===== src/hw/hlst_pkg.sv =====
`default_nettype none
package hlst_pkg;
   // Message types carried in the type field
   localparam logic [7:0] HLST_TYPE_FILLER = 8'h04;
   localparam logic [7:0] HLST_TYPE_HOST_DEAD = 8'h0A;
   localparam logic [7:0] HLST_TYPE_GOING_DOWN = 8'h02;
   // Largest padding count a filler may ask for
   localparam logic [3:0] HLST_PAD_MAX = 4'h9;
   // Filler count queued after a ready-line drop seen by sampling
   localparam logic [3:0] HLST_FILLER_CNT = 4'h3;
   // Filler count queued after own ready line returns (bounce cover)
   localparam logic [3:0] HLST_BOUNCE_FILLER_CNT = 4'h6;
   // Clock and times
   localparam longint HLST_CLK_HZ = 125000000;
   localparam longint HLST_SAMPLE_MS = 500;
   localparam longint HLST_SAMPLE_CYC = (HLST_SAMPLE_MS * HLST_CLK_HZ) / 1000;
   localparam longint HLST_QUEUE_AGE_S = 30;
   localparam longint HLST_QUEUE_AGE_CYC = HLST_QUEUE_AGE_S * HLST_CLK_HZ;
   // Length of the deliberate low pulse on our ready line
   localparam longint HLST_FLAP_NS = 1000;
   localparam longint HLST_FLAP_CYC = (HLST_FLAP_NS * HLST_CLK_HZ) / 1000000000;
   // Host states, one-hot
   typedef enum logic [2:0] {
      HLST_UP = 3'b001,
      HLST_HARD = 3'b010,
      HLST_TARDY = 3'b100
   } hlst_state_t;
   // Resync sequencer states, one-hot
   typedef enum logic [4:0] {
      HLST_SQ_IDLE = 5'b00001,
      HLST_SQ_FLUSH = 5'b00010,
      HLST_SQ_RAISE = 5'b00100,
      HLST_SQ_FILL = 5'b01000,
      HLST_SQ_DEAD = 5'b10000
   } hlst_seq_t;
endpackage
`default_nettype wire


===== src/hw/hlst_core.sv =====
`default_nettype none
//Behaviour
//- Sticky latch catches any ready-line drop
//- Arm clears latch; completion tests it
//- Completed input with latch set discarded
//- Host ready line sampled every half-second
//- Ready off while up: hard down, flush, fillers, dead
//- Down host answers destination dead
//- Recognised filler messages are dropped
//- Own ready back: latch, flush, raise, fill
//- Host messages older than thirty seconds dropped
//- Deadline missed: tardy, flush, flap, fill
//- Host traffic returns host to up
//- Going-down stores status, cleared when up
//- Filler sub-type sets padding, at most nine
module hlst_core
   import hlst_pkg::*;
#(
   parameter longint SAMPLE_CYC = HLST_SAMPLE_CYC,
   parameter longint QUEUE_AGE_CYC = HLST_QUEUE_AGE_CYC,
   parameter int TW = 32
) (
   // Clock and reset
   input wire logic i_core_clk,
   input wire logic i_rst_n,
   // Ready lines: host pin in, own ready out
   input wire logic i_host_ready,
   input wire logic i_node_ok,
   output logic o_node_ready,
   // Host input reception events
   input wire logic i_rx_arm,
   input wire logic i_rx_done,
   input wire logic [7:0] i_rx_type,
   input wire logic [3:0] i_rx_subtype,
   input wire logic [11:0] i_rx_status,
   output logic o_rx_accept,
   output logic o_rx_discard,
   // Queue to host: head age and delivery
   input wire logic i_q_head_valid,
   input wire logic i_q_head_taken,
   output logic o_q_drop_head,
   output logic o_q_flush,
   // Messages the node enqueues toward the host
   output logic o_enq_valid,
   output logic [7:0] o_enq_type,
   input wire logic i_enq_ready,
   // Reach attempts from other parties
   input wire logic i_reach_req,
   output logic o_reach_dead,
   // Status
   output logic [2:0] o_host_state,
   output logic o_latch,
   output logic [3:0] o_pad_words,
   output logic o_status_valid,
   output logic [15:0] o_status
);
   // Synchronised host ready
   logic host_rdy_s;
   hlst_sync u_sync (
      .i_core_clk(i_core_clk),
      .i_rst_n(i_rst_n),
      .i_async(i_host_ready),
      .o_sync(host_rdy_s)
   );

   // Half-second sampling tick
   logic sample_tick;
   hlst_timer #(.WIDTH(TW)) u_sample (
      .i_core_clk(i_core_clk),
      .i_rst_n(i_rst_n),
      .i_restart(1'b0),
      .i_run(1'b1),
      .i_limit(TW'(SAMPLE_CYC)),
      .o_expire(sample_tick)
   );

   // Age of the message at the queue head; restarts on each new head
   logic age_expire;
   hlst_timer #(.WIDTH(TW)) u_age (
      .i_core_clk(i_core_clk),
      .i_rst_n(i_rst_n),
      .i_restart(i_q_head_taken || o_q_drop_head),
      .i_run(i_q_head_valid),
      .i_limit(TW'(QUEUE_AGE_CYC)),
      .o_expire(age_expire)
   );

   hlst_state_t state_q;
   hlst_seq_t seq_q;
   logic node_ok_q;
   logic flap_q;
   logic [3:0] fill_left_q;
   logic [7:0] flap_cnt_q;
   logic host_sampled_q;

   // Message classification and event decode
   logic is_filler;
   logic is_going_down;
   logic host_traffic;
   logic ready_drop;
   logic ready_rise;
   logic own_restore;
   logic tardy_evt;
   logic down;
   assign is_filler = i_rx_type == HLST_TYPE_FILLER;
   assign is_going_down = i_rx_type == HLST_TYPE_GOING_DOWN;
   assign host_traffic = (i_rx_done && !o_latch) || i_q_head_taken;
   assign ready_drop = sample_tick && !host_rdy_s;
   assign ready_rise = sample_tick && host_rdy_s && !host_sampled_q;
   assign own_restore = i_node_ok && !node_ok_q;
   assign tardy_evt = age_expire && state_q == HLST_UP && !ready_drop;
   assign down = state_q != HLST_UP;

   // Sampled host ready, for rise detection at half-second rate
   always_ff @(posedge i_core_clk or negedge i_rst_n) begin
      if (!i_rst_n) begin
         host_sampled_q <= 1'b0;
      end else if (sample_tick) begin
         host_sampled_q <= host_rdy_s;
      end
   end

   // Own health, delayed for restore edge
   always_ff @(posedge i_core_clk or negedge i_rst_n) begin
      if (!i_rst_n) begin
         node_ok_q <= 1'b0;
      end else begin
         node_ok_q <= i_node_ok;
      end
   end

   // Dropout latch; a drop in the arm cycle still sets it
   always_ff @(posedge i_core_clk or negedge i_rst_n) begin
      if (!i_rst_n) begin
         o_latch <= 1'b1;
      end else if (!host_rdy_s || !o_node_ready) begin
         o_latch <= 1'b1;
      end else if (i_rx_arm) begin
         o_latch <= 1'b0;
      end
   end

   // Completion verdict; fillers never accepted
   always_ff @(posedge i_core_clk or negedge i_rst_n) begin
      if (!i_rst_n) begin
         o_rx_accept <= 1'b0;
         o_rx_discard <= 1'b0;
      end else begin
         o_rx_discard <= i_rx_done && (o_latch || is_filler);
         o_rx_accept <= i_rx_done && !o_latch && !is_filler;
      end
   end

   // Padding words from a clean filler, capped
   always_ff @(posedge i_core_clk or negedge i_rst_n) begin
      if (!i_rst_n) begin
         o_pad_words <= 4'h0;
      end else if (i_rx_done && !o_latch && is_filler) begin
         o_pad_words <= (i_rx_subtype > HLST_PAD_MAX) ? HLST_PAD_MAX : i_rx_subtype;
      end
   end

   // Host state table
   always_ff @(posedge i_core_clk or negedge i_rst_n) begin
      if (!i_rst_n) begin
         state_q <= HLST_HARD;
      end else begin
         case (state_q)
            HLST_UP: begin
               if (ready_drop) begin
                  state_q <= HLST_HARD;
               end else if (tardy_evt) begin
                  state_q <= HLST_TARDY;
               end
            end
            HLST_HARD: begin
               if (!ready_drop && (ready_rise || host_traffic)) begin
                  state_q <= HLST_UP;
               end
            end
            HLST_TARDY: begin
               if (ready_drop) begin
                  state_q <= HLST_HARD;
               end else if (host_traffic) begin
                  state_q <= HLST_UP;
               end
            end
            default: state_q <= HLST_HARD;
         endcase
      end
   end

   // Stored going-down status; cleared on return to up
   always_ff @(posedge i_core_clk or negedge i_rst_n) begin
      if (!i_rst_n) begin
         o_status_valid <= 1'b0;
         o_status <= 16'h0000;
      end else if (i_rx_done && !o_latch && is_going_down) begin
         o_status_valid <= 1'b1;
         o_status <= {i_rx_subtype, i_rx_status};
      end else if (down && !ready_drop && (ready_rise || host_traffic)) begin
         o_status_valid <= 1'b0;
      end
   end

   // Destination-dead answer while down
   always_ff @(posedge i_core_clk or negedge i_rst_n) begin
      if (!i_rst_n) begin
         o_reach_dead <= 1'b0;
      end else begin
         o_reach_dead <= i_reach_req && down;
      end
   end

   // Expired head dropped
   always_ff @(posedge i_core_clk or negedge i_rst_n) begin
      if (!i_rst_n) begin
         o_q_drop_head <= 1'b0;
      end else begin
         o_q_drop_head <= age_expire && !o_q_drop_head;
      end
   end

   // Resync sequencer: flush, ready back, fillers, dead notice.
   // A new trigger mid-sequence restarts it, so the host always sees a full set.
   always_ff @(posedge i_core_clk or negedge i_rst_n) begin
      if (!i_rst_n) begin
         seq_q <= HLST_SQ_IDLE;
         fill_left_q <= 4'h0;
         flap_q <= 1'b0;
         flap_cnt_q <= 8'h00;
      end else if (!i_node_ok) begin
         seq_q <= HLST_SQ_IDLE;
         flap_q <= 1'b0;
      end else if (own_restore) begin
         seq_q <= HLST_SQ_FLUSH;
         fill_left_q <= HLST_BOUNCE_FILLER_CNT;
         flap_q <= 1'b0;
      end else if (tardy_evt) begin
         seq_q <= HLST_SQ_FLUSH;
         fill_left_q <= HLST_FILLER_CNT;
         flap_q <= 1'b1;
         flap_cnt_q <= 8'(HLST_FLAP_CYC);
      end else if (ready_drop && state_q == HLST_UP) begin
         seq_q <= HLST_SQ_FLUSH;
         fill_left_q <= HLST_FILLER_CNT;
         flap_q <= 1'b0;
      end else begin
         case (seq_q)
            HLST_SQ_IDLE: seq_q <= HLST_SQ_IDLE;
            HLST_SQ_FLUSH: seq_q <= HLST_SQ_RAISE;
            HLST_SQ_RAISE: begin
               // Hold low for the flap time before raising ready
               if (flap_cnt_q > 8'h01) begin
                  flap_cnt_q <= flap_cnt_q - 8'h01;
               end else begin
                  flap_q <= 1'b0;
                  flap_cnt_q <= 8'h00;
                  seq_q <= HLST_SQ_FILL;
               end
            end
            HLST_SQ_FILL: begin
               if (o_enq_valid && i_enq_ready) begin
                  fill_left_q <= fill_left_q - 4'h1;
                  if (fill_left_q == 4'h1) begin
                     seq_q <= HLST_SQ_DEAD;
                  end
               end
            end
            HLST_SQ_DEAD: begin
               if (o_enq_valid && i_enq_ready) begin
                  seq_q <= HLST_SQ_IDLE;
               end
            end
            default: seq_q <= HLST_SQ_IDLE;
         endcase
      end
   end

   // Own ready: off while unhealthy, flapping or flushing; latch thus sets.
   // Also held low on the restore edge, or ready would return before the flush.
   always_ff @(posedge i_core_clk or negedge i_rst_n) begin
      if (!i_rst_n) begin
         o_node_ready <= 1'b0;
      end else begin
         o_node_ready <= i_node_ok && !own_restore && !flap_q
            && !(seq_q == HLST_SQ_FLUSH);
      end
   end

   // Flush pulse and enqueue request
   always_ff @(posedge i_core_clk or negedge i_rst_n) begin
      if (!i_rst_n) begin
         o_q_flush <= 1'b0;
         o_enq_valid <= 1'b0;
         o_enq_type <= 8'h00;
      end else begin
         o_q_flush <= seq_q == HLST_SQ_FLUSH;
         if (o_enq_valid && i_enq_ready) begin
            o_enq_valid <= 1'b0;
         end else if (!o_enq_valid && seq_q == HLST_SQ_FILL && fill_left_q != 4'h0) begin
            o_enq_valid <= 1'b1;
            o_enq_type <= HLST_TYPE_FILLER;
         end else if (!o_enq_valid && seq_q == HLST_SQ_DEAD) begin
            o_enq_valid <= 1'b1;
            o_enq_type <= HLST_TYPE_HOST_DEAD;
         end
      end
   end

   // State out
   always_ff @(posedge i_core_clk or negedge i_rst_n) begin
      if (!i_rst_n) begin
         o_host_state <= 3'b010;
      end else begin
         o_host_state <= state_q;
      end
   end
endmodule
`default_nettype wire


===== src/hw/hlst_sync.sv =====
`default_nettype none
module hlst_sync
   import hlst_pkg::*;
(
   // Clock and reset
   input wire logic i_core_clk,
   input wire logic i_rst_n,
   // Asynchronous level in, synchronised level out
   input wire logic i_async,
   output logic o_sync
);
   // First stage feeds only the second
   logic meta_q;
   always_ff @(posedge i_core_clk or negedge i_rst_n) begin
      if (!i_rst_n) begin
         meta_q <= 1'b0;
         o_sync <= 1'b0;
      end else begin
         meta_q <= i_async;
         o_sync <= meta_q;
      end
   end
endmodule
`default_nettype wire


===== src/hw/hlst_timer.sv =====
`default_nettype none
module hlst_timer
   import hlst_pkg::*;
#(
   parameter int WIDTH = 32
) (
   // Clock and reset
   input wire logic i_core_clk,
   input wire logic i_rst_n,
   // Restart, limit and expiry pulse
   input wire logic i_restart,
   input wire logic i_run,
   input wire logic [WIDTH-1:0] i_limit,
   output logic o_expire
);
   // Counts up while running; one-cycle pulse at the limit
   logic [WIDTH-1:0] cnt_q;
   always_ff @(posedge i_core_clk or negedge i_rst_n) begin
      if (!i_rst_n) begin
         cnt_q <= '0;
         o_expire <= 1'b0;
      end else if (i_restart || !i_run) begin
         cnt_q <= '0;
         o_expire <= 1'b0;
      end else if (cnt_q >= i_limit - WIDTH'(1)) begin
         cnt_q <= '0;
         o_expire <= 1'b1;
      end else begin
         cnt_q <= cnt_q + WIDTH'(1);
         o_expire <= 1'b0;
      end
   end
endmodule
`default_nettype wire


===== config.mk =====
export PLATFORM = sky130hd
export DESIGN_NAME = hlst_core
export DESIGN_NICKNAME = d
export VERILOG_FILES = /design/src/hw/hlst_pkg.sv /design/src/hw/hlst_core.sv /design/src/hw/hlst_sync.sv /design/src/hw/hlst_timer.sv
export SDC_FILE = /design/constraint.sdc
export NUM_CORES = 1
export LEC_CHECK = 0
export BUFFER_PORTS_ARGS = -buffer_cell sky130_fd_sc_hd__buf_2
export CAP_MARGIN = 40
export CORE_MARGIN = 4
export CORE_UTILIZATION = 38
export DETAILED_ROUTE_END_ITERATION = 10
export GPL_ROUTABILITY_DRIVEN = 0
export SETUP_SLACK_MARGIN = 0.15
export SYNTH_ARGS = -nofsm -noshare
export SYNTH_HDL_FRONTEND = slang
export SYNTH_SLANG_ARGS = --single-unit

===== constraint.sdc =====
create_clock -name i_core_clk -period 4.1 [get_ports i_core_clk]
set_clock_uncertainty 0.1 [all_clocks]
set_input_delay 0 -clock i_core_clk [delete_from_list [all_inputs] [get_ports i_core_clk]]
set_output_delay 0 -clock i_core_clk [all_outputs]
set_load 0.01 [all_outputs]

==> summary.md <==
| Metric | Value |
|---|---|
| Die width | ~130 um |
| Most frequent cells in the layout | dfrtp_1 (121), nor2_1 (85), buf_2 (67), xor2_1 (31), dlygate4sd3_1 (30) |
| DR vias | around 4400 |
| R2r startpoint | u_age.cnt_q[0] |
| Yosys cell types | 65 |
| FMAX | 0.459 GHz |
| Post-Place Cells | 800 |
| Most common cell after layout, fill and taps aside | dfrtp_1 |
| Pre-antenna DRT Iters | 4 |
| Layout cells sized above 1 | 21.5% |
| Register area share after synthesis | a little over half |
| R2r setup slk | 1.92 ns |
| CTS root buffer | clkbuf_16 |
| Crit path DAT | ~2.4 ns |
| Die Y | 132 um |
| Total GRT Usage | approximately 14% |
| Hold/Removal Path Class | in -> reg |
| Area delta synth->final | 24.2% |
| Initial drt markers | approximately 260 |
| EDFF count, synth | 0 |
| Clk Latency, worst-skew pair | 0.41 ns |
| Status | completed |
| Dpl hpwl | around 7.9 mm |
| Number of routed nets with antenna violations | 0 |
| Final worst slack | 1.92 ns |
| FF-to-FF End | u_age.cnt_q[24] |
| Setup crit end kind | flip-flop |
| Worst Path Required | roughly 4.3 ns |
| Area post-placement | approximately 6400 sq um |
| Sum Neg Setup Slack | 0 ns |
| Final setup violation count | 0 |
| CP endpoint | u_age.cnt_q[24] |
| Synthesis-stage register bit count | 125 |
| PD cells | around 390 nW/um^2 |
| Mapped Area | approximately 5900 sq um |
| Yosys warnings | 0 |
| Peak VDD IR | 0.000287 V |
| Routed wire length per instance | between 10 and 15 um |
| Startpoint Class | flip-flop |
| # nets final | 702 |
| Unrepaired setup endpoints after global routing | no |
| DRC Markers | 0 |
| Leak | 3.29 nW |
| GRT overflow | 0 |
| Clock-pin slew on the worst setup and hold paths | 0.06 ns |
| Final Hold Vio Count | 0 |
| Max Cap Violations | 0 |
| Syn Inst Count | 546 |
| Syn_area_per_cell | 10.8 sq um |
| Fin crit period | 2.18 ns |
| Gr busiest metal | met2 |
| CTS tree | built |
| Fin crit share | 53.1% |
| GR Util met3 | approximately 3.8% |
| Register-to-Register Path Depth | 6 |
| Io pins | 74 |
| Crit Path Category | reg -> reg |
| Final instance area | about 7300 sq um |
| Met1 GRT Util | 18.7% |
| Starting density of the core | 38.7% |
| FILL cells | 1395 |
| Die ar. | roughly 18000 sq um |
| Vias in the first global route | 4435 |
| Met2 usage | 22.9% |
| Rel. slew slack | 50.6% |
| Maximum clock path buffer count | 2 |
| H-tree levels | 4 |
| Final max-slew violation count | 0 |
| Final std cells w/o fill | 862 |
| PortBufs | 68 |
| Clock sinks | 125 |
| Crit path max fanout | 32 |
| Antenna cells | 0 |
| Core Box Area | around 15000 sq um |
| CTS buffer count | 17 |
| Post-synthesis async set-or-reset flop share | 100% |
| Dpl ws | between 1.5 and 2 ns |
| Initial antenna violation count | 0 |
| Global-route wire length before repair | 20.8 mm |
| Worst Tran Pin Value | 0.737 ns |
| Main synth FF type | dfrtp_1 |
| Std cell rows | between 40 and 50 |
| Vias per cell | 5.08 |
| Worst setup path startpoint | u_age.cnt_q[0] |
| Post-CTS Setup Repair Bufs | 0 |
| Aggregate routed wire length | 11.9 mm |
| Pin count of the biggest net entering global routing | 64 |
| Final core occ | about half |
## area by class of cell
type | count | area [sq um] | share of cell area (%)
clock buffers | 21 | 450 | 6.16
inverters | 20 | 75.1 | 1.03
flip-flops and latches | 125 | 3130 | 42.8
multi-input cells | 395 | 2610 | 35.7
repair buffers | 102 | 693 | 9.48
well taps | 188 | 235 | 3.22
clock inverters | 11 | 119 | 1.63
## sequential cells by signal (all words and copies together), names as in the netlist, 2 cells and up
name            count
o_enq_type          2
flap_cnt_q          8
seq_q               5
u_sample.cnt_q     32
o_status           16
o_pad_words         4
state_q             3
fill_left_q         4
u_age.cnt_q        32
o_host_state        3
## power by group
group | switching, mW | internal [mW]
clock network | 0.534 | 0.905
registers | 0.0159 | 1.26
logic | 0.0773 | 0.0624
total | 0.627 | 2.23
## synth_stat cells, types with 3 or more instances
| master | count | area [sq um] |
|---|---|---|
| dfrtp_1 | 121 | 3030 |
| nor2_1 | 85 | 319 |
| xor2_1 | 31 | 272 |
| nand2_1 | 29 | 109 |
| nand3_1 | 24 | 120 |
| xnor2_1 | 22 | 193 |
| mux2_2 | 21 | 236 |
| inv_1 | 20 | 75.1 |
| nand4_1 | 17 | 106 |
| a21oi_1 | 16 | 80.1 |
| nor3_1 | 16 | 80.1 |
| o21ai_0 | 10 | 50.1 |
| buf_2 | 8 | 40.0 |
| o21a_1 | 8 | 60.1 |
| and4_1 | 7 | 61.3 |
| ha_1 | 7 | 87.6 |
| nor2b_1 | 7 | 43.8 |
| o22a_1 | 7 | 61.3 |
| and3_1 | 6 | 37.5 |
| buf_4 | 6 | 45.0 |
| nand2b_1 | 6 | 37.5 |
| nor4_1 | 6 | 37.5 |
| a21o_1 | 4 | 30.0 |
| dfstp_2 | 4 | 105 |
| a211oi_1 | 3 | 22.5 |
| a31oi_1 | 3 | 18.8 |
| nor3b_1 | 3 | 22.5 |
## per-layer routing
layer	part of all wire, %	wire, um	up-vias
met2	47	5560	93
met4	2.0	241	0
met3	3.6	423	17
met5	0	0	-
li1	-	-	2134
met1	48	5670	2132
## through the flow
step	total power, mW	hold slack, ns
6_report	2.85	0.00381
2_1_floorplan	1.35	-0.396
3_5_place_dp	1.42	-0.255
4_1_cts	2.89	0.0198
3_3_place_gp	1.41	0.0420
5_1_grt	2.96	0.0407
## worst max-delay path: stages, from the launching register on
cell	delay [ns]
dfrtp_1	0.38
ha_1	0.21
nand3_1	0.13
o21a_1	0.21
o2111ai_1	0.22
a31o_2	0.65
nor2_1	0.12
## cell families after synthesis
group	Yosys count	share of synthesized area [%]
AND/OR/NAND/NOR	228	20.8
flip-flops	125	53.2
AO/OA/AOI/OAI	75	9.41
XOR/XNOR	53	7.88
buffers and inverters	36	3.17
multiplexers	21	4.02
adder cells (fa/ha/maj)	7	1.49
other	1	0.0637
## worst min path at each step
stage	from	endpoint	slack, ns	depth (start not counted)
after floorplan	i_rst_n	fill_left_q[0]	-0.40	0
after global placement	i_host_ready	u_sync.meta_q	0.04	1
after detailed placement	i_rst_n	seq_q[4]	-0.26	1
after CTS	i_rx_type[2]	o_pad_words[1]	0.02	3
after global routing	i_rx_type[2]	o_pad_words[3]	0.04	3
final	i_rx_type[2]	o_pad_words[1]	0.004	3
## what timing repair did
item                                   in CTS  in global routing
hold buffers                               30                  0
endpoints found under the hold margin     110                  0
resized for setup                           0                  0
No activity file was read; power rests on OpenSTA's default activity.
